**src/tcc_pkg.sv**
```systemverilog
// package with register map, field layout and mode codes of the timer compare channel block
package tcc_pkg;

  // ---------------------------------------------------------------
  // widths
  // ---------------------------------------------------------------
  localparam int TCC_NCH = 3;
  localparam int TCC_CW  = 16;
  localparam int TCC_AW  = 8;
  localparam int TCC_DW  = 32;

  // ---------------------------------------------------------------
  // register offsets (byte addresses)
  // ---------------------------------------------------------------
  localparam logic [7:0] TCC_OFF_CTRL   = 8'h00;
  localparam logic [7:0] TCC_OFF_CMD    = 8'h04;
  localparam logic [7:0] TCC_OFF_PERIOD = 8'h08;
  localparam logic [7:0] TCC_OFF_CMP0   = 8'h0c;
  localparam logic [7:0] TCC_OFF_SHD0   = 8'h18;
  localparam logic [7:0] TCC_OFF_MODE   = 8'h24;
  localparam logic [7:0] TCC_OFF_MODIFY = 8'h28;
  localparam logic [7:0] TCC_OFF_STATE  = 8'h2c;
  localparam logic [7:0] TCC_OFF_COUNT  = 8'h30;
  localparam logic [7:0] TCC_CH_STRIDE  = 8'h04;

  // ---------------------------------------------------------------
  // field positions
  // ---------------------------------------------------------------
  localparam int TCC_CTRL_ALIGN  = 0;
  localparam int TCC_CTRL_DIV_LO = 4;
  localparam int TCC_CMD_RUN_SET = 0;
  localparam int TCC_CMD_RUN_CLR = 1;
  localparam int TCC_CMD_STE_SET = 2;
  localparam int TCC_CMD_STE_CLR = 3;
  localparam int TCC_CMD_CNT_RST = 4;
  localparam int TCC_MOD_SET_LO  = 0;
  localparam int TCC_MOD_RST_LO  = 8;
  localparam int TCC_MODE_W      = 4;
  localparam int TCC_STAT_RUN    = 8;
  localparam int TCC_STAT_DIR    = 9;
  localparam int TCC_STAT_STE    = 10;

  // ---------------------------------------------------------------
  // values
  // ---------------------------------------------------------------
  localparam logic [15:0] TCC_CNT_ZERO  = 16'h0000;
  localparam logic [15:0] TCC_CNT_ONE   = 16'h0001;
  localparam logic [6:0]  TCC_PRE_ZERO  = 7'h00;
  localparam logic [6:0]  TCC_PRE_ONES  = 7'h7f;
  localparam logic [31:0] TCC_RD_ZERO   = 32'h0000_0000;
  localparam logic [3:0]  TCC_MODE_OFF  = 4'h0;
  localparam logic [3:0]  TCC_MODE_CMP1 = 4'h1;
  localparam logic [3:0]  TCC_MODE_CMP2 = 4'h2;
  localparam logic [3:0]  TCC_MODE_CMP3 = 4'h3;
  localparam logic [3:0]  TCC_MODE_HYST = 4'h9;

  // ---------------------------------------------------------------
  // types
  // ---------------------------------------------------------------
  typedef struct packed {
    logic cnt_rst;
    logic ste_clr;
    logic ste_set;
    logic run_clr;
    logic run_set;
  } tcc_cmd_t;

  typedef struct packed {
    logic       ste;
    logic       dir;
    logic       run;
    logic [2:0] state;
  } tcc_status_t;

endpackage : tcc_pkg

```
**src/tcc_compare_channels.sv**
```systemverilog
// timer with three equality compare channels, shadow registers and state-bit switching logic
`timescale 1ns/1ps

// Operation
// - each channel flags a match whenever counter equals its active compare value
// - software writes shadow; copy to active only on the shadow-transfer pulse
// - state bit follows direction, run, zero match, channel match and mode field
// - software set and reset bits force each state bit to one or zero; reset wins over set, the hysteresis hold overrides both
// - position inputs matter only in hysteresis mode, ignored in normal compare
// - match counting up gives up event, counting down gives down event
// - compare events do not depend on the current state bit
// - compare switching changes state bits only while the run bit is one
// - tick after a match while counting up sets the state bit
// - tick after zero match with parallel compare match counting up sets it
// - tick after a match while counting down clears the state bit
// - tick after zero match without compare match counting up clears it
// - compare value zero keeps the bit at one for full duty
// - compare value period plus one keeps the bit cleared for zero duty
// - mode 1001 is hysteresis mode; low position input clears the state bit
// - hysteresis mode holds the bit at zero while position input is zero
// - position inputs are sampled on the module clock, not the timer tick
// - hysteresis mode with position high lets normal switching act
// - shadow-transfer pulse only while its enable is set; enable has set/clear bits
// - zero match at counter 0000, one match at counter 0001
// - edge-aligned counts up only; center-aligned counts up and down, 1 is down
module tcc_compare_channels
  import tcc_pkg::*;
(
  input  wire logic                 ref_clk,
  input  wire logic                 arst_n,
  input  wire logic [TCC_AW-1:0]    bus_addr,
  input  wire logic [TCC_DW-1:0]    bus_wdata,
  input  wire logic                 bus_wr,
  input  wire logic                 bus_rd,
  output logic      [TCC_DW-1:0]    bus_rdata,
  input  wire logic [TCC_NCH-1:0]   position_input,
  output logic      [TCC_NCH-1:0]   channel_state_bit,
  output logic      [TCC_NCH-1:0]   channel_match,
  output logic      [TCC_NCH-1:0]   upcount_match_event,
  output logic      [TCC_NCH-1:0]   downcount_match_event,
  output logic                      zero_match,
  output logic                      one_match,
  output logic                      shadow_transfer_pulse,
  output logic                      timer_tick,
  output logic                      count_direction,
  output logic                      timer_run_bit
);

  // ---------------------------------------------------------------
  // declarations
  // ---------------------------------------------------------------
  logic                   align_reg;
  logic [2:0]             div_reg;
  logic                   run_reg;
  logic                   ste_reg;
  logic                   dir_reg;
  logic [6:0]             pre_reg;
  logic [6:0]             pre_mask;
  logic [TCC_CW-1:0]      cnt_reg;
  logic [TCC_CW-1:0]      period_reg;
  logic [TCC_CW-1:0]      period_shd_reg;
  logic [TCC_NCH*TCC_MODE_W-1:0] channel_mode_register;
  logic [TCC_NCH-1:0]     pos_meta_reg;
  logic [TCC_NCH-1:0]     pos_sync_reg;
  logic [TCC_NCH-1:0][TCC_CW-1:0] active_compare_value;
  logic [TCC_NCH-1:0][TCC_CW-1:0] shadow_compare_value;
  logic [TCC_NCH-1:0]     state_reg;
  logic [TCC_NCH-1:0]     up_ev_reg;
  logic [TCC_NCH-1:0]     dn_ev_reg;
  logic [TCC_NCH-1:0]     state_set_bit;
  logic [TCC_NCH-1:0]     state_reset_bit;
  logic [TCC_DW-1:0]      rdata_reg;
  logic [TCC_DW-1:0]      rdata_next;
  logic                   tick;
  logic                   period_match;
  logic                   st_pulse;
  tcc_cmd_t               cmd;
  tcc_status_t            compare_state_register;

  // ---------------------------------------------------------------
  // command decode
  // ---------------------------------------------------------------
  // command and modify bits act only in the write cycle, they hold no state
  always_comb begin
    cmd = '0;
    if (bus_wr && bus_addr == TCC_OFF_CMD) begin
      cmd.run_set = bus_wdata[TCC_CMD_RUN_SET];
      cmd.run_clr = bus_wdata[TCC_CMD_RUN_CLR];
      cmd.ste_set = bus_wdata[TCC_CMD_STE_SET];
      cmd.ste_clr = bus_wdata[TCC_CMD_STE_CLR];
      cmd.cnt_rst = bus_wdata[TCC_CMD_CNT_RST];
    end
  end

  always_comb begin
    state_set_bit   = '0;
    state_reset_bit = '0;
    if (bus_wr && bus_addr == TCC_OFF_MODIFY) begin
      state_set_bit   = bus_wdata[TCC_MOD_SET_LO +: TCC_NCH];
      state_reset_bit = bus_wdata[TCC_MOD_RST_LO +: TCC_NCH];
    end
  end

  // ---------------------------------------------------------------
  // control registers
  // ---------------------------------------------------------------
  always_ff @(posedge ref_clk or negedge arst_n) begin
    if (!arst_n) begin
      align_reg <= 1'b0;
      div_reg   <= 3'h0;
    end else if (bus_wr && bus_addr == TCC_OFF_CTRL) begin
      align_reg <= bus_wdata[TCC_CTRL_ALIGN];
      div_reg   <= bus_wdata[TCC_CTRL_DIV_LO +: 3];
    end
  end

  always_ff @(posedge ref_clk or negedge arst_n) begin
    if (!arst_n) begin
      channel_mode_register <= '0;
    end else if (bus_wr && bus_addr == TCC_OFF_MODE) begin
      channel_mode_register <= bus_wdata[TCC_NCH*TCC_MODE_W-1:0];
    end
  end

  always_ff @(posedge ref_clk or negedge arst_n) begin
    if (!arst_n) begin
      run_reg <= 1'b0;
    end else if (cmd.run_clr) begin
      run_reg <= 1'b0;
    end else if (cmd.run_set) begin
      run_reg <= 1'b1;
    end
  end

  // enable drops after one transfer; a set in the same cycle as the transfer wins
  always_ff @(posedge ref_clk or negedge arst_n) begin
    if (!arst_n) begin
      ste_reg <= 1'b0;
    end else if (cmd.ste_set) begin
      ste_reg <= 1'b1;
    end else if (cmd.ste_clr || st_pulse) begin
      ste_reg <= 1'b0;
    end
  end

  // ---------------------------------------------------------------
  // prescaler and timer tick
  // ---------------------------------------------------------------
  // prescaler is held clear while stopped so the first tick is reproducible
  assign pre_mask = ~(TCC_PRE_ONES << div_reg);
  assign tick     = run_reg && ((pre_reg & pre_mask) == pre_mask);

  always_ff @(posedge ref_clk or negedge arst_n) begin
    if (!arst_n) begin
      pre_reg <= TCC_PRE_ZERO;
    end else if (!run_reg || tick) begin
      pre_reg <= TCC_PRE_ZERO;
    end else begin
      pre_reg <= pre_reg + 7'h01;
    end
  end

  // ---------------------------------------------------------------
  // counter and direction
  // ---------------------------------------------------------------
  assign zero_match   = (cnt_reg == TCC_CNT_ZERO);
  assign one_match    = (cnt_reg == TCC_CNT_ONE);
  assign period_match = (cnt_reg == period_reg);

  // direction changes one step late at the top, so the counter overshoots the period by one
  always_ff @(posedge ref_clk or negedge arst_n) begin
    if (!arst_n) begin
      cnt_reg <= TCC_CNT_ZERO;
      dir_reg <= 1'b0;
    end else if (cmd.cnt_rst) begin
      cnt_reg <= TCC_CNT_ZERO;
      dir_reg <= 1'b0;
    end else if (!run_reg && bus_wr && bus_addr == TCC_OFF_COUNT) begin
      cnt_reg <= bus_wdata[TCC_CW-1:0];
    end else if (tick) begin
      if (!align_reg) begin
        dir_reg <= 1'b0;
        cnt_reg <= period_match ? TCC_CNT_ZERO : cnt_reg + TCC_CNT_ONE;
      end else if (!dir_reg) begin
        cnt_reg <= cnt_reg + TCC_CNT_ONE;
        if (period_match) begin
          dir_reg <= 1'b1;
        end
      end else begin
        cnt_reg <= cnt_reg - TCC_CNT_ONE;
        if (one_match) begin
          dir_reg <= 1'b0;
        end
      end
    end
  end

  // ---------------------------------------------------------------
  // shadow transfer
  // ---------------------------------------------------------------
  // transfer at the period match counting up, center aligned also at the one match counting down, or at once while the timer stands
  always_comb begin
    st_pulse = 1'b0;
    if (ste_reg) begin
      if (!run_reg) begin
        st_pulse = 1'b1;
      end else if (tick) begin
        st_pulse = (period_match && !dir_reg) || (align_reg && dir_reg && one_match);
      end
    end
  end

  always_ff @(posedge ref_clk or negedge arst_n) begin
    if (!arst_n) begin
      period_reg     <= TCC_CNT_ZERO;
      period_shd_reg <= TCC_CNT_ZERO;
    end else begin
      if (bus_wr && bus_addr == TCC_OFF_PERIOD) begin
        period_shd_reg <= bus_wdata[TCC_CW-1:0];
      end
      if (st_pulse) begin
        period_reg <= period_shd_reg;
      end
    end
  end

  // ---------------------------------------------------------------
  // position input synchroniser
  // ---------------------------------------------------------------
  always_ff @(posedge ref_clk or negedge arst_n) begin
    if (!arst_n) begin
      pos_meta_reg <= '0;
      pos_sync_reg <= '0;
    end else begin
      pos_meta_reg <= position_input;
      pos_sync_reg <= pos_meta_reg;
    end
  end

  // ---------------------------------------------------------------
  // compare channels
  // ---------------------------------------------------------------
  for (genvar i = 0; i < TCC_NCH; i++) begin : g_ch
    localparam logic [7:0] CMP_OFF = TCC_OFF_CMP0 + 8'(TCC_CH_STRIDE * i);
    logic [3:0] channel_mode_field;
    logic       is_hyst;
    logic       is_cmp;
    logic       st_next;

    assign channel_mode_field = channel_mode_register[i*TCC_MODE_W +: TCC_MODE_W];
    assign is_hyst = (channel_mode_field == TCC_MODE_HYST);
    assign is_cmp  = is_hyst || channel_mode_field == TCC_MODE_CMP1 ||
                     channel_mode_field == TCC_MODE_CMP2 || channel_mode_field == TCC_MODE_CMP3;
    assign channel_match[i] = (cnt_reg == active_compare_value[i]);

    always_ff @(posedge ref_clk or negedge arst_n) begin
      if (!arst_n) begin
        shadow_compare_value[i] <= TCC_CNT_ZERO;
        active_compare_value[i] <= TCC_CNT_ZERO;
      end else begin
        if (bus_wr && bus_addr == CMP_OFF) begin
          shadow_compare_value[i] <= bus_wdata[TCC_CW-1:0];
        end
        if (st_pulse) begin
          active_compare_value[i] <= shadow_compare_value[i];
        end
      end
    end

    // priority: position hold, then software modify, then switching rules
    always_comb begin
      st_next = state_reg[i];
      if (tick && is_cmp) begin
        if (!dir_reg) begin
          if (zero_match && channel_match[i]) begin
            st_next = 1'b1;
          end else if (zero_match) begin
            st_next = 1'b0;
          end else if (channel_match[i]) begin
            st_next = 1'b1;
          end
        end else if (channel_match[i]) begin
          st_next = 1'b0;
        end
      end
      if (state_set_bit[i]) begin
        st_next = 1'b1;
      end
      if (state_reset_bit[i]) begin
        st_next = 1'b0;
      end
      if (is_hyst && !pos_sync_reg[i]) begin
        st_next = 1'b0;
      end
    end

    always_ff @(posedge ref_clk or negedge arst_n) begin
      if (!arst_n) begin
        state_reg[i] <= 1'b0;
      end else begin
        state_reg[i] <= st_next;
      end
    end

    // events look at tick, mode, match and direction only, never at the state bit
    always_ff @(posedge ref_clk or negedge arst_n) begin
      if (!arst_n) begin
        up_ev_reg[i] <= 1'b0;
        dn_ev_reg[i] <= 1'b0;
      end else begin
        up_ev_reg[i] <= tick && is_cmp && channel_match[i] && !dir_reg;
        dn_ev_reg[i] <= tick && is_cmp && channel_match[i] && dir_reg;
      end
    end
  end

  // ---------------------------------------------------------------
  // register read
  // ---------------------------------------------------------------
  assign compare_state_register = '{ste: ste_reg, dir: dir_reg, run: run_reg, state: state_reg};

  always_comb begin
    rdata_next = TCC_RD_ZERO;
    unique case (bus_addr)
      TCC_OFF_CTRL: begin
        rdata_next[TCC_CTRL_ALIGN]       = align_reg;
        rdata_next[TCC_CTRL_DIV_LO +: 3] = div_reg;
      end
      TCC_OFF_PERIOD: rdata_next[TCC_CW-1:0] = period_reg;
      TCC_OFF_CMP0:                          rdata_next[TCC_CW-1:0] = active_compare_value[0];
      TCC_OFF_CMP0 + TCC_CH_STRIDE:          rdata_next[TCC_CW-1:0] = active_compare_value[1];
      TCC_OFF_CMP0 + 8'(2 * TCC_CH_STRIDE):  rdata_next[TCC_CW-1:0] = active_compare_value[2];
      TCC_OFF_SHD0:                          rdata_next[TCC_CW-1:0] = shadow_compare_value[0];
      TCC_OFF_SHD0 + TCC_CH_STRIDE:          rdata_next[TCC_CW-1:0] = shadow_compare_value[1];
      TCC_OFF_SHD0 + 8'(2 * TCC_CH_STRIDE):  rdata_next[TCC_CW-1:0] = shadow_compare_value[2];
      TCC_OFF_MODE: rdata_next[TCC_NCH*TCC_MODE_W-1:0] = channel_mode_register;
      TCC_OFF_STATE: begin
        rdata_next[TCC_NCH-1:0]   = compare_state_register.state;
        rdata_next[TCC_STAT_RUN]  = compare_state_register.run;
        rdata_next[TCC_STAT_DIR]  = compare_state_register.dir;
        rdata_next[TCC_STAT_STE]  = compare_state_register.ste;
      end
      TCC_OFF_COUNT: rdata_next[TCC_CW-1:0] = cnt_reg;
      default: rdata_next = TCC_RD_ZERO;
    endcase
  end

  // read data stands for exactly the cycle after the strobe
  always_ff @(posedge ref_clk or negedge arst_n) begin
    if (!arst_n) begin
      rdata_reg <= TCC_RD_ZERO;
    end else begin
      rdata_reg <= bus_rd ? rdata_next : TCC_RD_ZERO;
    end
  end

  // ---------------------------------------------------------------
  // outputs
  // ---------------------------------------------------------------
  assign bus_rdata             = rdata_reg;
  assign channel_state_bit     = state_reg;
  assign upcount_match_event   = up_ev_reg;
  assign downcount_match_event = dn_ev_reg;
  assign shadow_transfer_pulse = st_pulse;
  assign timer_tick            = tick;
  assign count_direction       = dir_reg;
  assign timer_run_bit         = run_reg;

endmodule : tcc_compare_channels

```
**config.mk**
```make
export PLATFORM = sky130hd
export DESIGN_NAME = tcc_compare_channels
export DESIGN_NICKNAME = d
export VERILOG_FILES = /design/src/tcc_pkg.sv /design/src/tcc_compare_channels.sv
export SDC_FILE = /design/constraint.sdc
export NUM_CORES = 1
export LEC_CHECK = 0
export ABC_AREA = 1
export BUFFER_PORTS_ARGS = -buffer_cell sky130_fd_sc_hd__buf_2
export CAP_MARGIN = 20
export CORE_ASPECT_RATIO = 2
export CORE_MARGIN = 8
export CORE_UTILIZATION = 55
export DETAILED_ROUTE_END_ITERATION = 6
export PLACE_DENSITY = 0.86
export SYNTH_ARGS = -nofsm -noshare
export SYNTH_HDL_FRONTEND = slang
export SYNTH_SLANG_ARGS = --single-unit
```
**constraint.sdc**
```tcl
create_clock -name ref_clk -period 5.94 [get_ports ref_clk]
set_input_delay 1.188 -clock ref_clk [delete_from_list [all_inputs] [get_ports ref_clk]]
set_output_delay 1.188 -clock ref_clk [all_outputs]
set_load 0.005 [all_outputs]
```
==> metrics list <==
- Cells along the critical path: inv_1, nand2_1, nand2_1, nor2_1, nand2_1, nor2_2, nand3_1, nand3_2, nand3_2, inv_1, buf_2
* Setup slack after placement: 2.13 ns
- Post CTS Setup Buffer Count: 0
- Buffers inserted during clock tree synthesis total 19.
* Time the final worst path needs with I/O delays and setup: 4.03 ns
- Buffers inserted to repair hold after CTS numbered 0.
- Total wirelength of the detailed-routed design: 36.8 mm
- After detailed routing, the met3 layer carries 2.86 mm of wire.
- For this design the static power due to leakage is 6.39 nW.
* Switching Power: 1.26 mW
* Post-detailed-placement cell area: 0.0114 sq mm
- Proportion of power drawn by the clock network: 34.5%
* Maximum number of pins on one net before global-route repair: 167
- First-pass GRT wire length: 56.8 mm
- The cell sitting at the root of the clock tree is a clkbuf_16.
- Number of max-cap violations: 0
- Number of routed nets with antenna violations: 0
- Violation count after the first detailed-routing iteration: 1195
- Sequential elements use 45.4% of the synthesized area.
- The slowest stage of the critical path belongs to the cell dfrtp_1.
* Chip Height: 217 microns
* Via count of the first global-routing pass: 10300
- Smallest hold slack: 0.356 ns
- Seq pwr share: 44.9%
- Dividing the synthesized area by the synthesized cell count gives 7.51 sq um.
- Setup repair after global routing left no endpoint under its margin.
* Number of diodes added for antenna fixing: 0
- Run status: complete, no violations
* Most frequent cells in the layout: 485 x nand2_1, 200 x dfrtp_1, 120 x inv_1
- At the end of the flow, the number of nets in the layout was 1550.
* Initial antenna violation count: 0
- Total internal power: 2.42 mW
- In this run the tool buffered the top-level ports with 64 buffer cells.
- Timing would allow up to 0.248 GHz.
* Average via count per standard cell: 5.92
- The detailed router put a total of 12.9 mm of wire on met1.
* P&R area growth vs syn: 8.92%
- Family with the most delay on the worst path: simple AND/OR/NAND/NOR gates
- Initial core utilization: 55.9%
* Distinct cells, synth: 43
- Relative slew margins: 31.0%
- For this run, the slowest stage of the critical path takes 0.71 ns.
- Among all flip-flop cells after synthesis, the most frequent one is dfrtp_1.
- Maximum buffer depth of the clock tree: 3
- Async S/R FF share, synth: 100%
- By startpoint and endpoint, the worst setup path is classified as register to output port.
- Detailed placement finished with a half-perimeter wire length of 25.4 mm.
- Insertion delay to the later sink of the worst-skew pair: 0.52 ns
- In the synthesized netlist, the number of instances is 1476.
- Number of register bits inferred by synthesis: 201
* EDFF count, synth: 0
- Number of vias after detailed routing: 10500
* I/O Pins: 97
* Clock slew seen by the registers of the worst setup and hold paths: 0.07 ns
- Combined flip-flop and latch cell area: 0.00503 sq mm
- The floorplan step defined a die boundary enclosing 0.0252 sq mm.
* TritonCTS clock tree: built
- Post-Layout Inst Area: 0.0121 sq mm
- The initialized floorplan defines 73 standard-cell rows.
- Post-CTS sizing: 0
- The multi-input combinational cells in the finished layout cover a total of 0.00509 sq mm.
* Total met2 wirelength after detailed routing: 18.0 mm
- Fraction of final layout cells sized beyond drive strength 1: 9.00%
- RD Place Congestion: 0.985
- Sink Count: 201
* Routed length per placed instance: 20.7 microns
- Worst hold-check path type: register to register
- The region available for standard cell placement spans 0.0198 sq mm.
* Hold Violations, Final: 0
* Clock skew after layout: 0.0194 ns
* Remaining Overflow, GRT: 0
- Sum Neg Setup Slack: 0 ns
* Final setup viols: 0
- Global-route usage over all layers: 29.8%
* Power density cells: 305 mW/mm^2
- Final period util: 67.8%
* Number of synthesis warnings: 0
* Type of origin of the critical path: register
- Comb pwr share: 20.6%
- Commonest non-fill, non-tap cell in the layout: nand2_1
- Fraction of power spent switching nets: 34.2%
- In the final layout, the registers with the most flip-flops are active_compare_value x48, shadow_compare_value x48.
* Highest metal used: met4
- After detailed routing, the number of remaining DRC violations is 0.
- Number of H-tree branching levels: 1
- The critical path contains buffers and inverters numbering 3 combined.
- Number of filler cells placed in the layout: 1794
- At the pin with the least slew margin, the transition time is 1.03 ns.
- Most prevalent standard cell on the critical path: nand2_1
- The floorplan step set the die width to 116 microns.
- The synthesized netlist occupies a cell area of 0.0111 sq mm.
- Peak supply drop: 0.177 mV
- Fin. max-slew vios: 0
- The worst setup path is captured at an output port.
- In this run the worst path has a maximum fanout of 12.
* WP data required: 4.75 ns
* Data arrival at the endpoint of the critical path: 2.84 ns
* Worst Slack Setup Final: 1.91 ns
- For this run, the detailed router's first-pass iteration total came to 6.
## kinds of logic after synthesis
| kind of cell | share of synthesized area [%] |
|---|---|
| AOI/OAI and AO/OA | 9.29 |
| DFF | 45.4 |
| and+or+nand+nor | 30.5 |
| muxes | 0.0903 |
| other | 0.0338 |
| xor gates and xnor gates | 5.06 |
| adders and majority gates | 0.452 |
| buffers and inverters | 9.21 |
## metal layers
layer / global-route usage (%) / vias to the layer above
met5: 0 / -
met4: 23.3 / 0
met3: 4.33 / 182
met2: 49.3 / 587
met1: 33.4 / 4934
li1: - / 4792
## metrics by stage
stage               total power [mW]  util (%)  std cells
floorplan                       2.17         -       1491
CTS                             3.66      60.6       1771
detailed placement              2.41      57.5       1738
finish                          3.69      60.9       1773
global route                    3.83      60.9       1773
global placement                2.40      57.5       1738
## cell usage after synthesis (all sizes together) (3+ instances only)
library cell	number	area share (%)
buf	61	3.7
clkbuf	32	1.1
nand4	87	5.0
nor3	7	0.46
xnor2	21	1.7
a211oi	5	0.34
nor2	118	4.2
nand2	489	17
nand3	81	3.8
xor2	43	3.4
ha	4	0.45
o22ai	14	0.79
o21ai	94	4.2
dfrtp	201	45
clkinv	3	0.10
a21oi	70	3.2
inv	127	4.3
## worst paths after layout
check                           slack [ns]               endpoint             from  cells after the start
min in group asynchronous             0.59        pos_meta_reg[1]           arst_n                      1
worst max-delay path                  1.91  shadow_transfer_pulse      cnt_reg[12]                     11
worst max register to register        2.85          period_reg[1]      cnt_reg[12]                     11
max in group asynchronous             4.14     period_shd_reg[15]           arst_n                      2
worst min-delay path                  0.36        pos_sync_reg[1]  pos_meta_reg[1]                      0
worst min register to register        0.36        pos_sync_reg[1]  pos_meta_reg[1]                      0
## area by class of cell
| type | count | share of cell area, % |
|---|---|---|
| clock buffers | 25 | 4.37 |
| well taps | 262 | 2.72 |
| inverters | 130 | 4.04 |
| flip-flops and latches | 201 | 41.7 |
| clock inverters | 8 | 0.839 |
| multi-input cells | 1067 | 42.2 |
| repair buffers | 80 | 4.16 |
## power groups by stage
stage | sequential (mW) | clock, mW | combinational [mW]
6_report | 1.66 | 1.27 | 0.760
5_1_grt | 1.66 | 1.32 | 0.850
4_1_cts | 1.65 | 1.27 | 0.746
3_5_place_dp | 1.67 | 0 | 0.739
3_3_place_gp | 1.67 | 0 | 0.730
2_1_floorplan | 1.51 | 0 | 0.659
Note: power is estimated with default switching activity, not from simulation.
